**src/rsp_pkg.sv**
```systemverilog
/*
 * constants, field layouts and state encodings shared by the serial
 * register port and its alarm register file.
 * assumes: included before any other file of the block.
 */
package rsp_pkg;

  // ************************************************************
  // widths
  // ************************************************************
  localparam int RSP_DATA_W = 8;
  localparam int RSP_ADDR_W = 4;

  // ************************************************************
  // register addresses
  // ************************************************************
  localparam logic [3:0] ADDR_WK_MIN = 4'h8;
  localparam logic [3:0] ADDR_WK_HOUR = 4'h9;
  localparam logic [3:0] ADDR_WK_DAY = 4'hA;
  localparam logic [3:0] ADDR_DY_MIN = 4'hB;
  localparam logic [3:0] ADDR_DY_HOUR = 4'hC;
  localparam logic [3:0] ADDR_STEP = 4'h1;

  // ************************************************************
  // transfer format codes
  // ************************************************************
  localparam logic [3:0] FMT_WR_SINGLE = 4'h8;
  localparam logic [3:0] FMT_WR_BURST = 4'h0;
  localparam logic [3:0] FMT_RD_SINGLE = 4'hC;
  localparam logic [3:0] FMT_RD_BURST = 4'h4;

  // ************************************************************
  // field layouts and reset values
  // ************************************************************
  localparam logic [7:0] MASK_MIN = 8'h7F;
  localparam logic [7:0] MASK_HOUR = 8'h3F;
  localparam logic [7:0] MASK_DAY = 8'h7F;
  localparam logic [7:0] REG_RESET = 8'h00;
  localparam logic [7:0] BYTE_ZERO = 8'h00;
  localparam int HOUR_PM_BIT = 5;
  localparam logic [2:0] WEEKDAY_MAX = 3'h6;
  localparam logic [2:0] BIT_FIRST = 3'h0;
  localparam logic [2:0] BIT_LAST = 3'h7;
  localparam logic [2:0] BIT_STEP = 3'h1;

  // ************************************************************
  // serial engine states
  // ************************************************************
  typedef enum logic [4:0] {
    RSP_IDLE = 5'h01,
    RSP_CMD = 5'h02,
    RSP_WDATA = 5'h04,
    RSP_RDATA = 5'h08,
    RSP_SKIP = 5'h10
  } rsp_state_e;

endpackage

```
**src/rsp_reg_if.sv**
```systemverilog
/*
 * register access path between the serial engine and the alarm
 * register file.
 * assumes: both ends run on mclk.
 */
`timescale 1ns/100ps
`default_nettype none
interface rsp_reg_if;
  import rsp_pkg::*;
  logic wr_en;
  logic [RSP_ADDR_W-1:0] wr_addr;
  logic [RSP_DATA_W-1:0] wr_data;
  logic [RSP_ADDR_W-1:0] rd_addr;
  logic [RSP_DATA_W-1:0] rd_data;

  modport engine (
    output wr_en,
    output wr_addr,
    output wr_data,
    output rd_addr,
    input rd_data
  );

  modport regs (
    input wr_en,
    input wr_addr,
    input wr_data,
    input rd_addr,
    output rd_data
  );
endinterface
`default_nettype wire

```
**src/rsp_alarm_regs.sv**
```systemverilog
/*
 * alarm register file: weekly minute, hour and day mask, daily minute
 * and hour. combinational read, one write per strobe.
 * assumes: wr_en is a one-cycle pulse; weekday and hour mode come from
 * logic on mclk.
 */
`timescale 1ns/100ps
`default_nettype none
module rsp_alarm_regs
  import rsp_pkg::*;
(
  input wire logic mclk,
  input wire logic resetn,
  rsp_reg_if.regs bus,
  input wire logic [RSP_DATA_W-1:0] ext_rdata,
  input wire logic [2:0] weekday_counter_bits,
  input wire logic hour_mode_12,
  output logic weekly_alarm_enable,
  output logic weekly_day_hit,
  output logic [6:0] weekly_alarm_minute,
  output logic [5:0] weekly_alarm_hour,
  output logic [6:0] daily_alarm_minute,
  output logic [5:0] daily_alarm_hour,
  output logic daily_pm_flag,
  output logic daily_hour_tens_bit
);

  // ************************************************************
  // storage
  // ************************************************************
  // alarm values are undefined after power-up; zero is one legal pick
  logic [7:0] wk_min, wk_hour, wk_day, dy_min, dy_hour;
  logic [7:0] next_wk_min, next_wk_hour, next_wk_day;
  logic [7:0] next_dy_min, next_dy_hour;

  always_comb begin
    next_wk_min = wk_min;
    next_wk_hour = wk_hour;
    next_wk_day = wk_day;
    next_dy_min = dy_min;
    next_dy_hour = dy_hour;
    if (bus.wr_en) begin
      unique case (bus.wr_addr)
        ADDR_WK_MIN: next_wk_min = bus.wr_data & MASK_MIN;
        ADDR_WK_HOUR: next_wk_hour = bus.wr_data & MASK_HOUR;
        ADDR_WK_DAY: next_wk_day = bus.wr_data & MASK_DAY;
        ADDR_DY_MIN: next_dy_min = bus.wr_data & MASK_MIN;
        ADDR_DY_HOUR: next_dy_hour = bus.wr_data & MASK_HOUR;
        default: ;
      endcase
    end
  end

  always_ff @(posedge mclk or negedge resetn) begin
    if (!resetn) begin
      wk_min <= REG_RESET;
      wk_hour <= REG_RESET;
      wk_day <= REG_RESET;
      dy_min <= REG_RESET;
      dy_hour <= REG_RESET;
    end else begin
      wk_min <= next_wk_min;
      wk_hour <= next_wk_hour;
      wk_day <= next_wk_day;
      dy_min <= next_dy_min;
      dy_hour <= next_dy_hour;
    end
  end

  // ************************************************************
  // read path
  // ************************************************************
  // reserved bits are masked at write, so they read as zero
  always_comb begin
    unique case (bus.rd_addr)
      ADDR_WK_MIN: bus.rd_data = wk_min;
      ADDR_WK_HOUR: bus.rd_data = wk_hour;
      ADDR_WK_DAY: bus.rd_data = wk_day;
      ADDR_DY_MIN: bus.rd_data = dy_min;
      ADDR_DY_HOUR: bus.rd_data = dy_hour;
      default: bus.rd_data = ext_rdata;
    endcase
  end

  // ************************************************************
  // alarm outputs
  // ************************************************************
  logic [6:0] day_sel;
  logic any_day;
  logic next_day_hit;

  genvar gi;
  generate
    for (gi = 0; gi < 7; gi++) begin : g_day
      assign day_sel[gi] = wk_day[gi] &&
        (weekday_counter_bits == 3'(gi));
    end
  endgenerate

  assign any_day = |wk_day[6:0];
  assign next_day_hit = |day_sel && weekday_counter_bits <= WEEKDAY_MAX;

  always_ff @(posedge mclk or negedge resetn) begin
    if (!resetn) begin
      weekly_alarm_enable <= 1'b0;
      weekly_day_hit <= 1'b0;
      weekly_alarm_minute <= '0;
      weekly_alarm_hour <= '0;
      daily_alarm_minute <= '0;
      daily_alarm_hour <= '0;
      daily_pm_flag <= 1'b0;
      daily_hour_tens_bit <= 1'b0;
    end else begin
      // an empty day mask silences the whole weekly set
      weekly_alarm_enable <= any_day;
      weekly_day_hit <= any_day && next_day_hit;
      weekly_alarm_minute <= any_day ? wk_min[6:0] : '0;
      weekly_alarm_hour <= any_day ? wk_hour[5:0] : '0;
      daily_alarm_minute <= dy_min[6:0];
      daily_alarm_hour <= dy_hour[5:0];
      // noon in twelve-hour mode is pm flag plus 12
      daily_pm_flag <= hour_mode_12 && dy_hour[HOUR_PM_BIT];
      daily_hour_tens_bit <= !hour_mode_12 && dy_hour[HOUR_PM_BIT];
    end
  end

endmodule // rsp_alarm_regs
`default_nettype wire

```
**src/rsp_serial_port.sv**
```systemverilog
/*
 * four-wire serial register port: select, serial clock, serial in,
 * serial out. decodes the command byte, runs single and burst reads
 * and writes, and holds the alarm register file.
 * assumes: mclk at 200 MHz, well above the serial clock, so every
 * serial edge is seen after the two-flop synchronisers.
 */
`timescale 1ns/100ps
`default_nettype none

module rsp_serial_port
  import rsp_pkg::*;
(
  input wire logic mclk,
  input wire logic resetn,
  input wire logic ce,
  input wire logic sclk,
  input wire logic si,
  output logic so_out,
  output logic so_oe,
  output logic carry_hold,
  output logic ext_wr,
  output logic [RSP_ADDR_W-1:0] ext_addr,
  output logic [RSP_DATA_W-1:0] ext_wdata,
  input wire logic [RSP_DATA_W-1:0] ext_rdata,
  input wire logic [2:0] weekday_counter_bits,
  input wire logic hour_mode_12,
  output logic weekly_alarm_enable,
  output logic weekly_day_hit,
  output logic [6:0] weekly_alarm_minute,
  output logic [5:0] weekly_alarm_hour,
  output logic [6:0] daily_alarm_minute,
  output logic [5:0] daily_alarm_hour,
  output logic daily_pm_flag,
  output logic daily_hour_tens_bit
);

  // ************************************************************
  // pin synchronisers
  // ************************************************************
  // the first stage feeds only the second; the third stage is the
  // edge detector's memory
  logic ce_m, ce_s, ce_d;
  logic sclk_m, sclk_s, sclk_d;
  logic si_m, si_s;
  logic next_ce_m, next_ce_s, next_ce_d;
  logic next_sclk_m, next_sclk_s, next_sclk_d;
  logic next_si_m, next_si_s;

  // a bare shift: the pins go straight into the first stage
  always_comb begin
    next_ce_m = ce;
    next_ce_s = ce_m;
    next_ce_d = ce_s;
    next_sclk_m = sclk;
    next_sclk_s = sclk_m;
    next_sclk_d = sclk_s;
    next_si_m = si;
    next_si_s = si_m;
  end

  always_ff @(posedge mclk or negedge resetn) begin
    if (!resetn) begin
      ce_m <= 1'b0;
      ce_s <= 1'b0;
      ce_d <= 1'b0;
      sclk_m <= 1'b0;
      sclk_s <= 1'b0;
      sclk_d <= 1'b0;
      si_m <= 1'b0;
      si_s <= 1'b0;
    end else begin
      ce_m <= next_ce_m;
      ce_s <= next_ce_s;
      ce_d <= next_ce_d;
      sclk_m <= next_sclk_m;
      sclk_s <= next_sclk_s;
      sclk_d <= next_sclk_d;
      si_m <= next_si_m;
      si_s <= next_si_s;
    end
  end

  logic ce_rise;
  logic sclk_rise, sclk_fall;
  assign ce_rise = ce_s && !ce_d;
  assign sclk_rise = sclk_s && !sclk_d;
  assign sclk_fall = !sclk_s && sclk_d;

  // ************************************************************
  // engine state
  // ************************************************************
  rsp_state_e state, next_state;
  logic edge_mode, next_edge_mode;
  logic [2:0] bit_cnt, next_bit_cnt;
  logic [7:0] shift_in, next_shift_in;
  logic [7:0] rd_shift, next_rd_shift;
  logic [3:0] addr, next_addr;
  logic [3:0] fmt, next_fmt;
  logic next_so_out, next_so_oe;
  logic wr_en, next_wr_en;
  logic [3:0] wr_addr, next_wr_addr;
  logic [7:0] wr_data, next_wr_data;
  logic next_carry_hold;

  rsp_reg_if regs_bus ();

  // edge_mode 1: sample on rising and drive on falling
  // limitation: each sclk level must last two mclk periods or more, or
  // the synchroniser swallows an edge and the byte slips
  logic sample_edge, drive_edge;
  logic [7:0] byte_in;
  logic [3:0] addr_inc;
  assign sample_edge = edge_mode ? sclk_rise : sclk_fall;
  assign drive_edge = edge_mode ? sclk_fall : sclk_rise;
  assign byte_in = {shift_in[6:0], si_s};
  // four bits wide, so the pointer wraps F to 0 by itself
  assign addr_inc = addr + ADDR_STEP;

  // the byte to preload is read on the sample edge that ends the command byte, before the first drive edge
  always_comb begin
    if (state == RSP_CMD) begin
      regs_bus.rd_addr = byte_in[7:4];
    end else begin
      regs_bus.rd_addr = addr_inc;
    end
  end

  assign regs_bus.wr_en = wr_en;
  assign regs_bus.wr_addr = wr_addr;
  assign regs_bus.wr_data = wr_data;

  // ************************************************************
  // next-state logic
  // ************************************************************
  always_comb begin
    next_state = state;
    next_edge_mode = edge_mode;
    next_bit_cnt = bit_cnt;
    next_shift_in = shift_in;
    next_rd_shift = rd_shift;
    next_addr = addr;
    next_fmt = fmt;
    next_so_out = so_out;
    next_so_oe = so_oe;
    next_wr_en = 1'b0;
    next_wr_addr = wr_addr;
    next_wr_data = wr_data;
    next_carry_hold = ce_s;
    if (!ce_s) begin
      // any partial byte is simply dropped
      next_state = RSP_IDLE;
      next_bit_cnt = BIT_FIRST;
      next_so_out = 1'b0;
      next_so_oe = 1'b0;
    end else if (ce_rise) begin
      // the sclk level now picks the edge pair for the whole session
      next_state = RSP_CMD;
      next_edge_mode = sclk_s;
      next_bit_cnt = BIT_FIRST;
      next_so_oe = 1'b0;
    end else begin
      if (drive_edge && state == RSP_RDATA) begin
        next_so_out = rd_shift[7];
        next_rd_shift = {rd_shift[6:0], 1'b0};
        next_so_oe = 1'b1;
      end
      // rsp_skip is left out: an unknown format shifts nothing in
      if (sample_edge && (state == RSP_CMD || state == RSP_WDATA ||
          state == RSP_RDATA)) begin
        next_shift_in = byte_in;
        next_bit_cnt = bit_cnt + BIT_STEP;
        if (bit_cnt == BIT_LAST) begin
          unique case (state)
            RSP_CMD: begin
              next_addr = byte_in[7:4];
              next_fmt = byte_in[3:0];
              unique case (byte_in[3:0])
                FMT_WR_SINGLE, FMT_WR_BURST: begin
                  next_state = RSP_WDATA;
                end
                FMT_RD_SINGLE, FMT_RD_BURST: begin
                  next_state = RSP_RDATA;
                  next_rd_shift = regs_bus.rd_data;
                end
                // unknown formats are ignored until select falls
                default: next_state = RSP_SKIP;
              endcase
            end
            RSP_WDATA: begin
              // strobe for every address; the alarm file keeps its own
              next_wr_en = 1'b1;
              next_wr_addr = addr;
              next_wr_data = byte_in;
              if (fmt == FMT_WR_SINGLE) begin
                next_state = RSP_CMD;
              end else begin
                next_addr = addr_inc;
              end
            end
            RSP_RDATA: begin
              if (fmt == FMT_RD_SINGLE) begin
                next_state = RSP_CMD;
                next_so_out = 1'b0;
                next_so_oe = 1'b0;
              end else begin
                next_addr = addr_inc;
                next_rd_shift = regs_bus.rd_data;
              end
            end
            default: ;
          endcase
        end
      end
    end
  end

  // ************************************************************
  // state registers
  // ************************************************************
  // so_out, so_oe and carry_hold leave the block straight from here
  always_ff @(posedge mclk or negedge resetn) begin
    if (!resetn) begin
      state <= RSP_IDLE;
      edge_mode <= 1'b0;
      bit_cnt <= BIT_FIRST;
      shift_in <= BYTE_ZERO;
      rd_shift <= BYTE_ZERO;
      addr <= '0;
      fmt <= '0;
      so_out <= 1'b0;
      so_oe <= 1'b0;
      wr_en <= 1'b0;
      wr_addr <= '0;
      wr_data <= BYTE_ZERO;
      carry_hold <= 1'b0;
    end else begin
      state <= next_state;
      edge_mode <= next_edge_mode;
      bit_cnt <= next_bit_cnt;
      shift_in <= next_shift_in;
      rd_shift <= next_rd_shift;
      addr <= next_addr;
      fmt <= next_fmt;
      so_out <= next_so_out;
      so_oe <= next_so_oe;
      wr_en <= next_wr_en;
      wr_addr <= next_wr_addr;
      wr_data <= next_wr_data;
      carry_hold <= next_carry_hold;
    end
  end

  // every write is shown outside too; the time counters pick their own
  assign ext_wr = wr_en;
  assign ext_addr = wr_addr;
  assign ext_wdata = wr_data;

  // ************************************************************
  // alarm register file
  // ************************************************************
  rsp_alarm_regs u_alarm_regs (
    .mclk(mclk),
    .resetn(resetn),
    .bus(regs_bus.regs),
    .ext_rdata(ext_rdata),
    .weekday_counter_bits(weekday_counter_bits),
    .hour_mode_12(hour_mode_12),
    .weekly_alarm_enable(weekly_alarm_enable),
    .weekly_day_hit(weekly_day_hit),
    .weekly_alarm_minute(weekly_alarm_minute),
    .weekly_alarm_hour(weekly_alarm_hour),
    .daily_alarm_minute(daily_alarm_minute),
    .daily_alarm_hour(daily_alarm_hour),
    .daily_pm_flag(daily_pm_flag),
    .daily_hour_tens_bit(daily_hour_tens_bit)
  );

endmodule // rsp_serial_port
`default_nettype wire

```
**config.mk**
```make
export PLATFORM = sky130hd
export DESIGN_NAME = rsp_serial_port
export DESIGN_NICKNAME = d
export VERILOG_FILES = /design/src/rsp_pkg.sv /design/src/rsp_reg_if.sv /design/src/rsp_alarm_regs.sv /design/src/rsp_serial_port.sv
export SDC_FILE = /design/constraint.sdc
export NUM_CORES = 1
export LEC_CHECK = 0
export BUFFER_PORTS_ARGS = -buffer_cell sky130_fd_sc_hd__buf_2
export CAP_MARGIN = 30
export CORE_MARGIN = 2
export CORE_UTILIZATION = 50
export DETAILED_ROUTE_END_ITERATION = 8
export PLACE_DENSITY = 0.7
export SETUP_SLACK_MARGIN = 0.02
export SYNTH_ARGS = -nofsm -noshare
export SYNTH_HDL_FRONTEND = slang
export SYNTH_HIERARCHICAL = 1
export SYNTH_SLANG_ARGS = --single-unit
```
**constraint.sdc**
```tcl
create_clock -name mclk -period 6.7 [get_ports mclk]
set_input_delay 0.67 -clock mclk [delete_from_list [all_inputs] [get_ports mclk]]
set_output_delay 0.67 -clock mclk [all_outputs]
set_load 0.05 [all_outputs]
```
**Word-level counts from Yosys, hierarchy flattened**

Index checks and enable logic that the tools add are counted.

- Input port bits: 17
- Flip-flop bits (word level): 118
- Logic and storage cells: 156
- Output and inout port bits: 46

- Reductions and logical operators: 41
- Add/subtract/negate cells: 2
- Equality and inequality tests: 33
- Order comparisons: 1
- Bitwise gates (word level): 1
- Multiplexer cells: 45

Operators by type and width:

| kind | number |
|---|---|
| 4-bit == test (second input constant) | 14 |
| 8-bit 2-to-1 mux | 5 |
| 8-bit case mux with 5 select lines | 1 |
| 5-bit 2-to-1 mux | 6 |
| 1-bit 2-to-1 mux | 21 |
| 1-bit logical AND | 16 |
| 8-bit case mux with 2 select lines | 1 |
| 5-bit case mux with 3 select lines | 1 |
| 5-bit AND reduction | 3 |
| 2-bit AND reduction | 7 |
| 7-bit OR reduction | 2 |
| 3-bit == test (second input constant) | 4 |
| 4-bit 2-to-1 mux | 3 |
| 4-bit case mux with 3 select lines | 1 |
| 5-bit case mux with 2 select lines | 1 |
| 3-bit 2-to-1 mux | 3 |
| 4-bit by 3-bit != test with 1-bit output (second input constant) | 2 |
| 7-bit 2-to-1 mux | 1 |
| 7-bit AND reduction | 1 |
| 3-bit by 2-bit == test with 1-bit output (second input constant) | 2 |
| 6-bit 2-to-1 mux | 1 |
| 2-bit != test (second input constant) | 3 |
| 3-bit by 1-bit != test with 1-bit output (second input constant) | 2 |
| 5-bit by 2-bit == test with 1-bit output (second input constant) | 1 |
| 16 further kinds | 21 |

**Depth between registers and ports, before layout**

Gate-level depths: netlist of run 1.

- Word-level depth: 11
- Mapped depth: 11
- Mapped depth without buffers: 10

**By module**

The synthesis of run 1 kept the hierarchy.

By module, submodules not included:

| module | area each (µm²) | cells an instance | sequential area each (µm²) | instances |
|---|---|---|---|---|
| rsp_alarm_regs | 2,631.3 | 178 | 1,576.5 | 1 |
| rsp_serial_port | 2,537.4 | 201 | 1,377.6 | 1 |

**Worst setup path before layout of run 1**

Ideal clock, no wire load.

- Path type: reg2reg
- Start point: register state[2]
- End point: register rd_shift[2]
- Data required time: 6.566 ns
- Buffers on the path: 2
- Path slack: 4.376 ns
- Clock period less this slack: 2.324 ns
- Data arrival time: 2.190 ns
- Stages on the path, launching flop included: 11
- Setup time: 0.134 ns
- Cells stage by stage: dfrtp_1 -> buf_6 -> nor3_2 -> nand2_1 -> a31oi_1 -> buf_2 -> mux2i_1 -> o22ai_1 -> a221o_1 -> a22oi_1 -> o2bb2ai_1

- Longest elaborated chain between the ends: 8
- Elaborated cells on any way between the ends: 20
- Classes of those cells: eq/ne (8); mux (8); reduce/logical (4)

RTL lines:

| item | RTL line | text |
|---|---|---|
| start: declaration | rsp_serial_port.sv:93 | `rsp_state_e state, next_state;` |
| start signal: assignment | rsp_serial_port.sv:238 | `state <= next_state;` |
| 5-bit by 2-bit == test with 1-bit output (*) | rsp_serial_port.sv:122 | `if (state == RSP_CMD) begin` |
| 4-bit 2-to-1 mux (*) | rsp_serial_port.sv:122 |  |
| via regs_bus.rd_addr[2] | rsp_reg_if.sv:13 | `logic [RSP_ADDR_W-1:0] rd_addr;` |
| 4-bit == test | rsp_alarm_regs.sv:75 | `unique case (bus.rd_addr)` |
| 8-bit case mux with 5 select lines (*) | rsp_alarm_regs.sv:75 |  |
| via regs_bus.rd_data[2] | rsp_reg_if.sv:14 | `logic [RSP_DATA_W-1:0] rd_data;` |
| 8-bit 2-to-1 mux (on tied branches) | rsp_serial_port.sv:202, rsp_serial_port.sv:178 |  |
| 8-bit case mux with 2 select lines (*) | rsp_serial_port.sv:174 | `unique case (state)` |
| 8-bit 2-to-1 mux (*) | rsp_serial_port.sv:173 | `if (bit_cnt == BIT_LAST) begin` |
| 8-bit 2-to-1 mux (*) | rsp_serial_port.sv:169 | `if (sample_edge && (state == RSP_CMD \|\| state == RSP_WDATA \|\|` |
| end signal: assignment | rsp_serial_port.sv:242 | `rd_shift <= next_rd_shift;` |
| end: declaration | rsp_serial_port.sv:97 | `logic [7:0] rd_shift, next_rd_shift;` |

The timed path passes the listed nets; every way through them passes the cells marked *.
A chain may end at the register's enable or synchronous reset.

**Final worst setup path of run 1**

- Start point: register state[2]
- End point: register rd_shift[3]

The elaborated chain is that of the path after synthesis.

==> flow_summary.yaml, run 1 <==
status:
  status: "finished, final reports clean"
sta:
  hold_viol: 0
  tns_ns: 0
  rsz0062_at_grt: "false"
  tightest_slew_ns: 0.873
  finalCritPeriodShare_pct: 40.9
  setup_viol: 0
  fin_ws_ns: 3.96
  slew_headroom_pct: 41.8
  fin_skew_ns: 0.00807
  period_needed_ns: 2.74
  fmax_ghz: 0.365
  slew_violations: 0
cts:
  clock_sinks: 118
  ctsRootBufferMaster: "clkbuf_8"
  post_cts_buffers: 0
  cts_tree: "built"
  ctsResizeCount: 0
  clk_latency_ns: 0.51
  clkSlewWorstSetupHoldPaths_ns: 0.06
  htreeDepth: 4
  clockBufferDepth: 2
  cts-hold-fix-buffers: 0
  numCtsBuffers: 17
logic_synthesis:
  ys.flop_type: "dfrtp_1"
  synth_fp_nets: 399
  synth-async-reset-ratio_pct: 100
  synth_edf_count: 0
  synthCells: 379
  ys_seq_area_share_pct: 57.2
  yosysWarnings: 6
  synth_area_leaders: "dfrtp_1 57%, mux2_2 6.8%, mux2_4 3.8%"
  ys_ff_latch: 118
  yosysUniqueCellTypes: 64
  yosys.area.top_type_share_pct: 56.6
  yosysTopAreaCell: "dfrtp_1"
  syn_area_per_cell_um2: 13.6
  synth_area_um2: 5170
route:
  wl_per_cell_um: 18.0
  wirelength_mm: 10.8
  firstDrtPassIters: 5
  vias: 3411
  dr.first_iter.drc_count: 211
  vias_per_cell: 5.68
  drc: 0
  drt.antenna.violating_nets: 0
floorplan:
  core_um2: 10200
  dieWidth_um: 106
  pin_count: 63
  fp-row-count: 37
  dieArea_um2: 11200
  initial_core_util_pct: 50.7
  die_h_um: 106
min_path:
  hold_path.class: "input port to asynchronous set/reset pin"
setup_path:
  critPathArrivalTime_ns: 3.10
  critical_path_class: "flop to flop"
  start_kind: "flop"
  end_kind: "flop"
  timing.reg2reg.setup_slack_ns: 3.96
  worstPathMaxFanout: 17
  worstPathRequired_ns: 7.05
  reg2reg_depth: 8
power:
  leakage_nw: 2.98
  ir_worst_vdd_mv: 0.141
  power.density_nw_per_um2: 257
place:
  placed_cells: 569
  finalWeightedCongestion: 0.849
  postPlaceCellArea_um2: 5580
  place_ws_ns: 3.98
  portBuffers: 62
  hpwlAfterDp_mm: 7.52
final_layout:
  fin_area_um2: 6110
  area_delta_synth_final_pct: 18.3
  nFillCells: 818
  seqCellArea_um2: 2950
  nets: 472
  fin_cells: 601
  drive_gt1_share_pct: 34.4
  antenna_cells: 0
  multi_input_area_um2: 2120
global_routing:
  grt_use_total_pct: 20.7
  antenna_found_initial: 0
  grt_first_pass_wirelength_mm: 17.7
  grt_pass1_vias: 3384
  grt_overflow: 0
  grt_max_degree: 71
flow_run:
  maxCapViolations: 0
[critical path, cell delays in order (launching register included)]
cell       delay [ns]
dfrtp_1          0.49
nor3_2           0.26
nand2_1          0.25
mux2_2           0.50
o21ai_1          0.22
nand2_1          0.20
a221o_1          0.41
a22oi_1          0.17
o2bb2ai_1        0.10
[layer usage]
metal	GRT usage, %	vias up	part of all wire [%]
met1	28.7	1730	45
met2	31.5	114	47
li1	-	1552	-
met4	7.52	0	1.8
met5	0	-	0
met3	5.44	15	5.3
[state kept, by name, indices dropped and copies added (netlist names), 7 cells and up]
name / flops
ext_wdata: 8
u_alarm_regs/wk_day: 7
shift_in: 7
u_alarm_regs/wk_min: 7
u_alarm_regs/daily_alarm_minute: 7
u_alarm_regs/dy_min: 7
u_alarm_regs/weekly_alarm_minute: 7
rd_shift: 8
[Yosys cell counts (4+ instances only)]
cell type,number
nand2_1,17
o21ai_0,4
mux2_4,13
o2bb2ai_1,10
dfrtp_1,117
buf_6,6
nand3b_1,8
a22oi_1,7
and3b_1,5
and2_1,15
a21oi_1,10
mux2_1,14
mux2_2,31
a31oi_1,4
mux2i_1,17
nor2_1,23
nand2b_1,4
[per-stage QoR]
stage / utilization, % / hold slack, ns / power [W]
2_1_floorplan: - / 0.331 / 0.000762
3_5_place_dp: 54.8 / 0.337 / 0.000789
4_1_cts: 60.0 / 0.253 / 0.00158
5_1_grt: 60.0 / 0.244 / 0.00163
3_3_place_gp: 54.8 / 0.334 / 0.000788
6_report: 60.0 / 0.270 / 0.00157
[where the power goes]
group	leakage, nW	internal, W	switching [W]
clock network	0.258	0.000465	0.000327
registers	1.62	0.000719	0.00000656
logic	1.10	0.0000160	0.0000348
total	2.98	0.00120	0.000368
[final cells by class]
class | count | share of cell area [%]
clock buffer | 18 | 7.00
tap | 136 | 2.78
sequential | 118 | 48.3
inverter | 3 | 0.184
timing repair buffer | 64 | 5.36
multi-input combinational | 248 | 34.6
clock inverter | 14 | 1.70
[worst paths after layout]
check,startpoint,endpoint
worst max-delay path,state[2],rd_shift[3]
worst min-delay path,resetn,u_alarm_regs/daily_alarm_hour[4]
worst max register to register,state[2],rd_shift[3]
worst min register to register,ce_m,ce_s
max in group asynchronous,resetn,ce_m
min in group mclk,si,next_si_s
[layout by cell type, fill, tap and decap left out, types with 3 or more instances in the layout]
cell type and instances:
clkinv_2 4, nand2_1 17, inv_1 3, o2bb2ai_1 10, nand3b_1 8, buf_2 61, mux2_1 14, o21ai_0 4
nand3_1 3, mux2i_1 17, a22oi_1 7, mux2_2 31, o21ai_1 3, o22ai_1 3, ha_1 3, dfrtp_1 117
buf_4 3, clkinvlp_4 3, mux2_4 13, inv_6 3, and2_1 15, clkinv_4 4, a211o_1 3, clkbuf_16 16
a221o_1 3, nor2_1 23, a31oi_1 4, a21oi_1 10, and3b_1 5, nand2b_1 4
[cells by family after synthesis]
group	after synthesis	synth area share, %
simple gates	104	12.8
flops	118	57.2
xor+xnor	1	0.169
compound gates	64	10.0
fa+ha+maj	3	0.726
mux	76	17.3
buf+inv	13	1.89
Power figures use the tool's default switching activity.
==> run 2: changes to the inputs <==
PLACE_DENSITY = 0.73   (was 0.7)
clock period = 2.4 ns   (was 6.7 ns; I/O delays follow)
==> run 2 against run 1 <==
Net effect:
- critical endpoint is now rd_shift[2]
- first-iteration DRC count is 2.4% lower
- clock power grew to 3.2 times the previous value
- wire length is 5.1% higher
- clock skew is 0.0034 ns higher
- worst setup slack worse by 3.9 ns
- die area stayed put
- global-route usage is 0.98 points higher
- final cell count is 4.3% higher
==> flow_summary.yaml, run 2 (same netlist as run 1, synthesis figures left out) <==
final_layout:
  final_common_cell: "dfrtp_1"
  nets: 498
  fin_util_pct: 63.2
  area_delta_synth_final_pct: 24.6
  antenna_cells: 0
  drive_gt1_share_pct: 37.7
  fin_area_um2: 6440
  final_cell_mix: "117 x dfrtp_1, 61 x buf_2, 31 x mux2_2, 23 x nor2_1, 20 x buf_4"
setup_path:
  worstPathMaxFanout: 15
  cpPeakStageDelay_ns: 0.57
  worstSetupEndpoint: "rd_shift[2]"
  critical_path_class: "flop to flop"
  cp_num_buf_inv: 1
  start_kind: "flop"
  worstPathRequired_ns: 2.81
  path_depth: 10
  cp_top_family: "compound AO/OA/AOI/OAI gates"
  timing.reg2reg.setup_slack_ns: 0.08
  cp_slowest_cell: "dfstp_2"
  crit_start: "state[0]"
  reg2reg_depth: 10
  crit_chain: "nor3_4 > nand2_2 > nor2_1 > a31oi_2 > buf_12 > nand3b_1 > o22ai_1 > a221o_1 > a22oi_1 > o2bb2ai_1"
  timing.rr.end: "rd_shift[2]"
  end_kind: "flop"
  critPathArrivalTime_ns: 2.73
  r2r_start: "state[0]"
floorplan:
  die_h_um: 106
  initial_core_util_pct: 50.7
  core_um2: 10200
  fp-row-count: 37
  pin_count: 63
  dieArea_um2: 11200
  dieWidth_um: 106
sta:
  slew_violations: 0
  fmax_ghz: 0.430
  setup_viol: 0
  period_needed_ns: 2.32
  tightest_slew_ns: 0.619
  rsz0062_at_grt: "false"
  fin_ws_ns: 0.0761
  fin_skew_ns: 0.0115
  slew_headroom_pct: 58.8
  hold_viol: 0
  finalCritPeriodShare_pct: 96.8
global_routing:
  grt_max_degree: 51
  grt_first_pass_wirelength_mm: 18.3
  grt_overflow: 0
  grt_use_total_pct: 21.6
  grt_pass1_vias: 3525
  antenna_found_initial: 0
power:
  ir_worst_vdd_mv: 0.388
  leakage_nw: 3.14
  power.density_nw_per_um2: 731
  total_power_w: 0.00471
route:
  vias: 3537
  wl_per_cell_um: 18.1
  wirelength_mm: 11.4
  drt.antenna.violating_nets: 0
  vias_per_cell: 5.64
  dr.first_iter.drc_count: 206
  drc: 0
  firstDrtPassIters: 4
place:
  place_ws_ns: -0.0509
  portBuffers: 62
  finalWeightedCongestion: 0.890
  hpwlAfterDp_mm: 7.76
  postPlaceCellArea_um2: 5720
cts:
  clockBufferDepth: 2
  ctsRootBufferMaster: "clkbuf_8"
  cts_tree: "built"
  clkSlewWorstSetupHoldPaths_ns: 0.06
  clk_latency_ns: 0.53
  clock_sinks: 118
  htreeDepth: 4
  numCtsBuffers: 17
flow_run:
  maxCapViolations: 0
min_path:
  hold_path.class: "input port to flop"
status:
  status: "finished, final reports clean"
## run 2: final cells by class
type	count	area [um^2]
Multi-Input combinational cell	250	2170
Timing Repair Buffer	88	546
Clock inverter	12	153
Tap cell	136	170
Fill cell	773	3740
Inverter	3	11.3
Clock buffer	20	435
Sequential cell	118	2950
## run 2: per-layer routing
metal,up-vias,share of wire [%],global-route usage (%)
met5,-,0,0
met3,16,5.7,5.32
met1,1802,43,28.5
met4,0,1.2,8.55
met2,118,50,34.7
li1,1601,-,-
## run 2: how the worst min path moves through the flow
stage                                       start                                 end  slack [ns]  cells past startpoint
after floorplan                            resetn                             addr[0]       -0.06                      0
after global placement                     resetn  u_alarm_regs/daily_alarm_minute[4]        0.28                      1
after detailed placement                   resetn  u_alarm_regs/daily_alarm_minute[4]        0.29                      1
after CTS                 weekday_counter_bits[2]         u_alarm_regs/weekly_day_hit        0.01                      2
after global routing      weekday_counter_bits[2]         u_alarm_regs/weekly_day_hit        0.01                      2
final                     weekday_counter_bits[2]         u_alarm_regs/weekly_day_hit        0.02                      2
## run 2: timing repair
action,in CTS,in global routing
buffers inserted,0,4
pin swaps,0,3
resized for setup,1,8
endpoints found under the hold margin,51,0
endpoints found under the setup margin,4,7
gates cloned,0,2
hold buffers,5,0
## run 2: power by group
| part | switching, W | internal (W) |
|---|---|---|
| Clock | 0.000903 | 0.00161 |
| Combinational | 0.000107 | 0.0000681 |
| Sequential | 0.0000186 | 0.00201 |
| Total | 0.00103 | 0.00368 |
## run 2: worst register-to-register path: cells and delay by family (launching register included)
kind            cells  cell delay [ns]
compound gates      5             0.91
buf+inv             1             0.18
flops               1             0.57
simple gates        4             0.55
## run 2: metrics by stage
stage | TNS (ns) | hold WS [ns] | cells
final | 0 | 0.0223 | 627
after global routing | 0 | 0.0112 | 627
after CTS | 0 | 0.0142 | 621
after detailed placement | -0.120 | 0.288 | 584
after global placement | 0 | 0.280 | 584
after floorplan | 0 | -0.0556 | 379
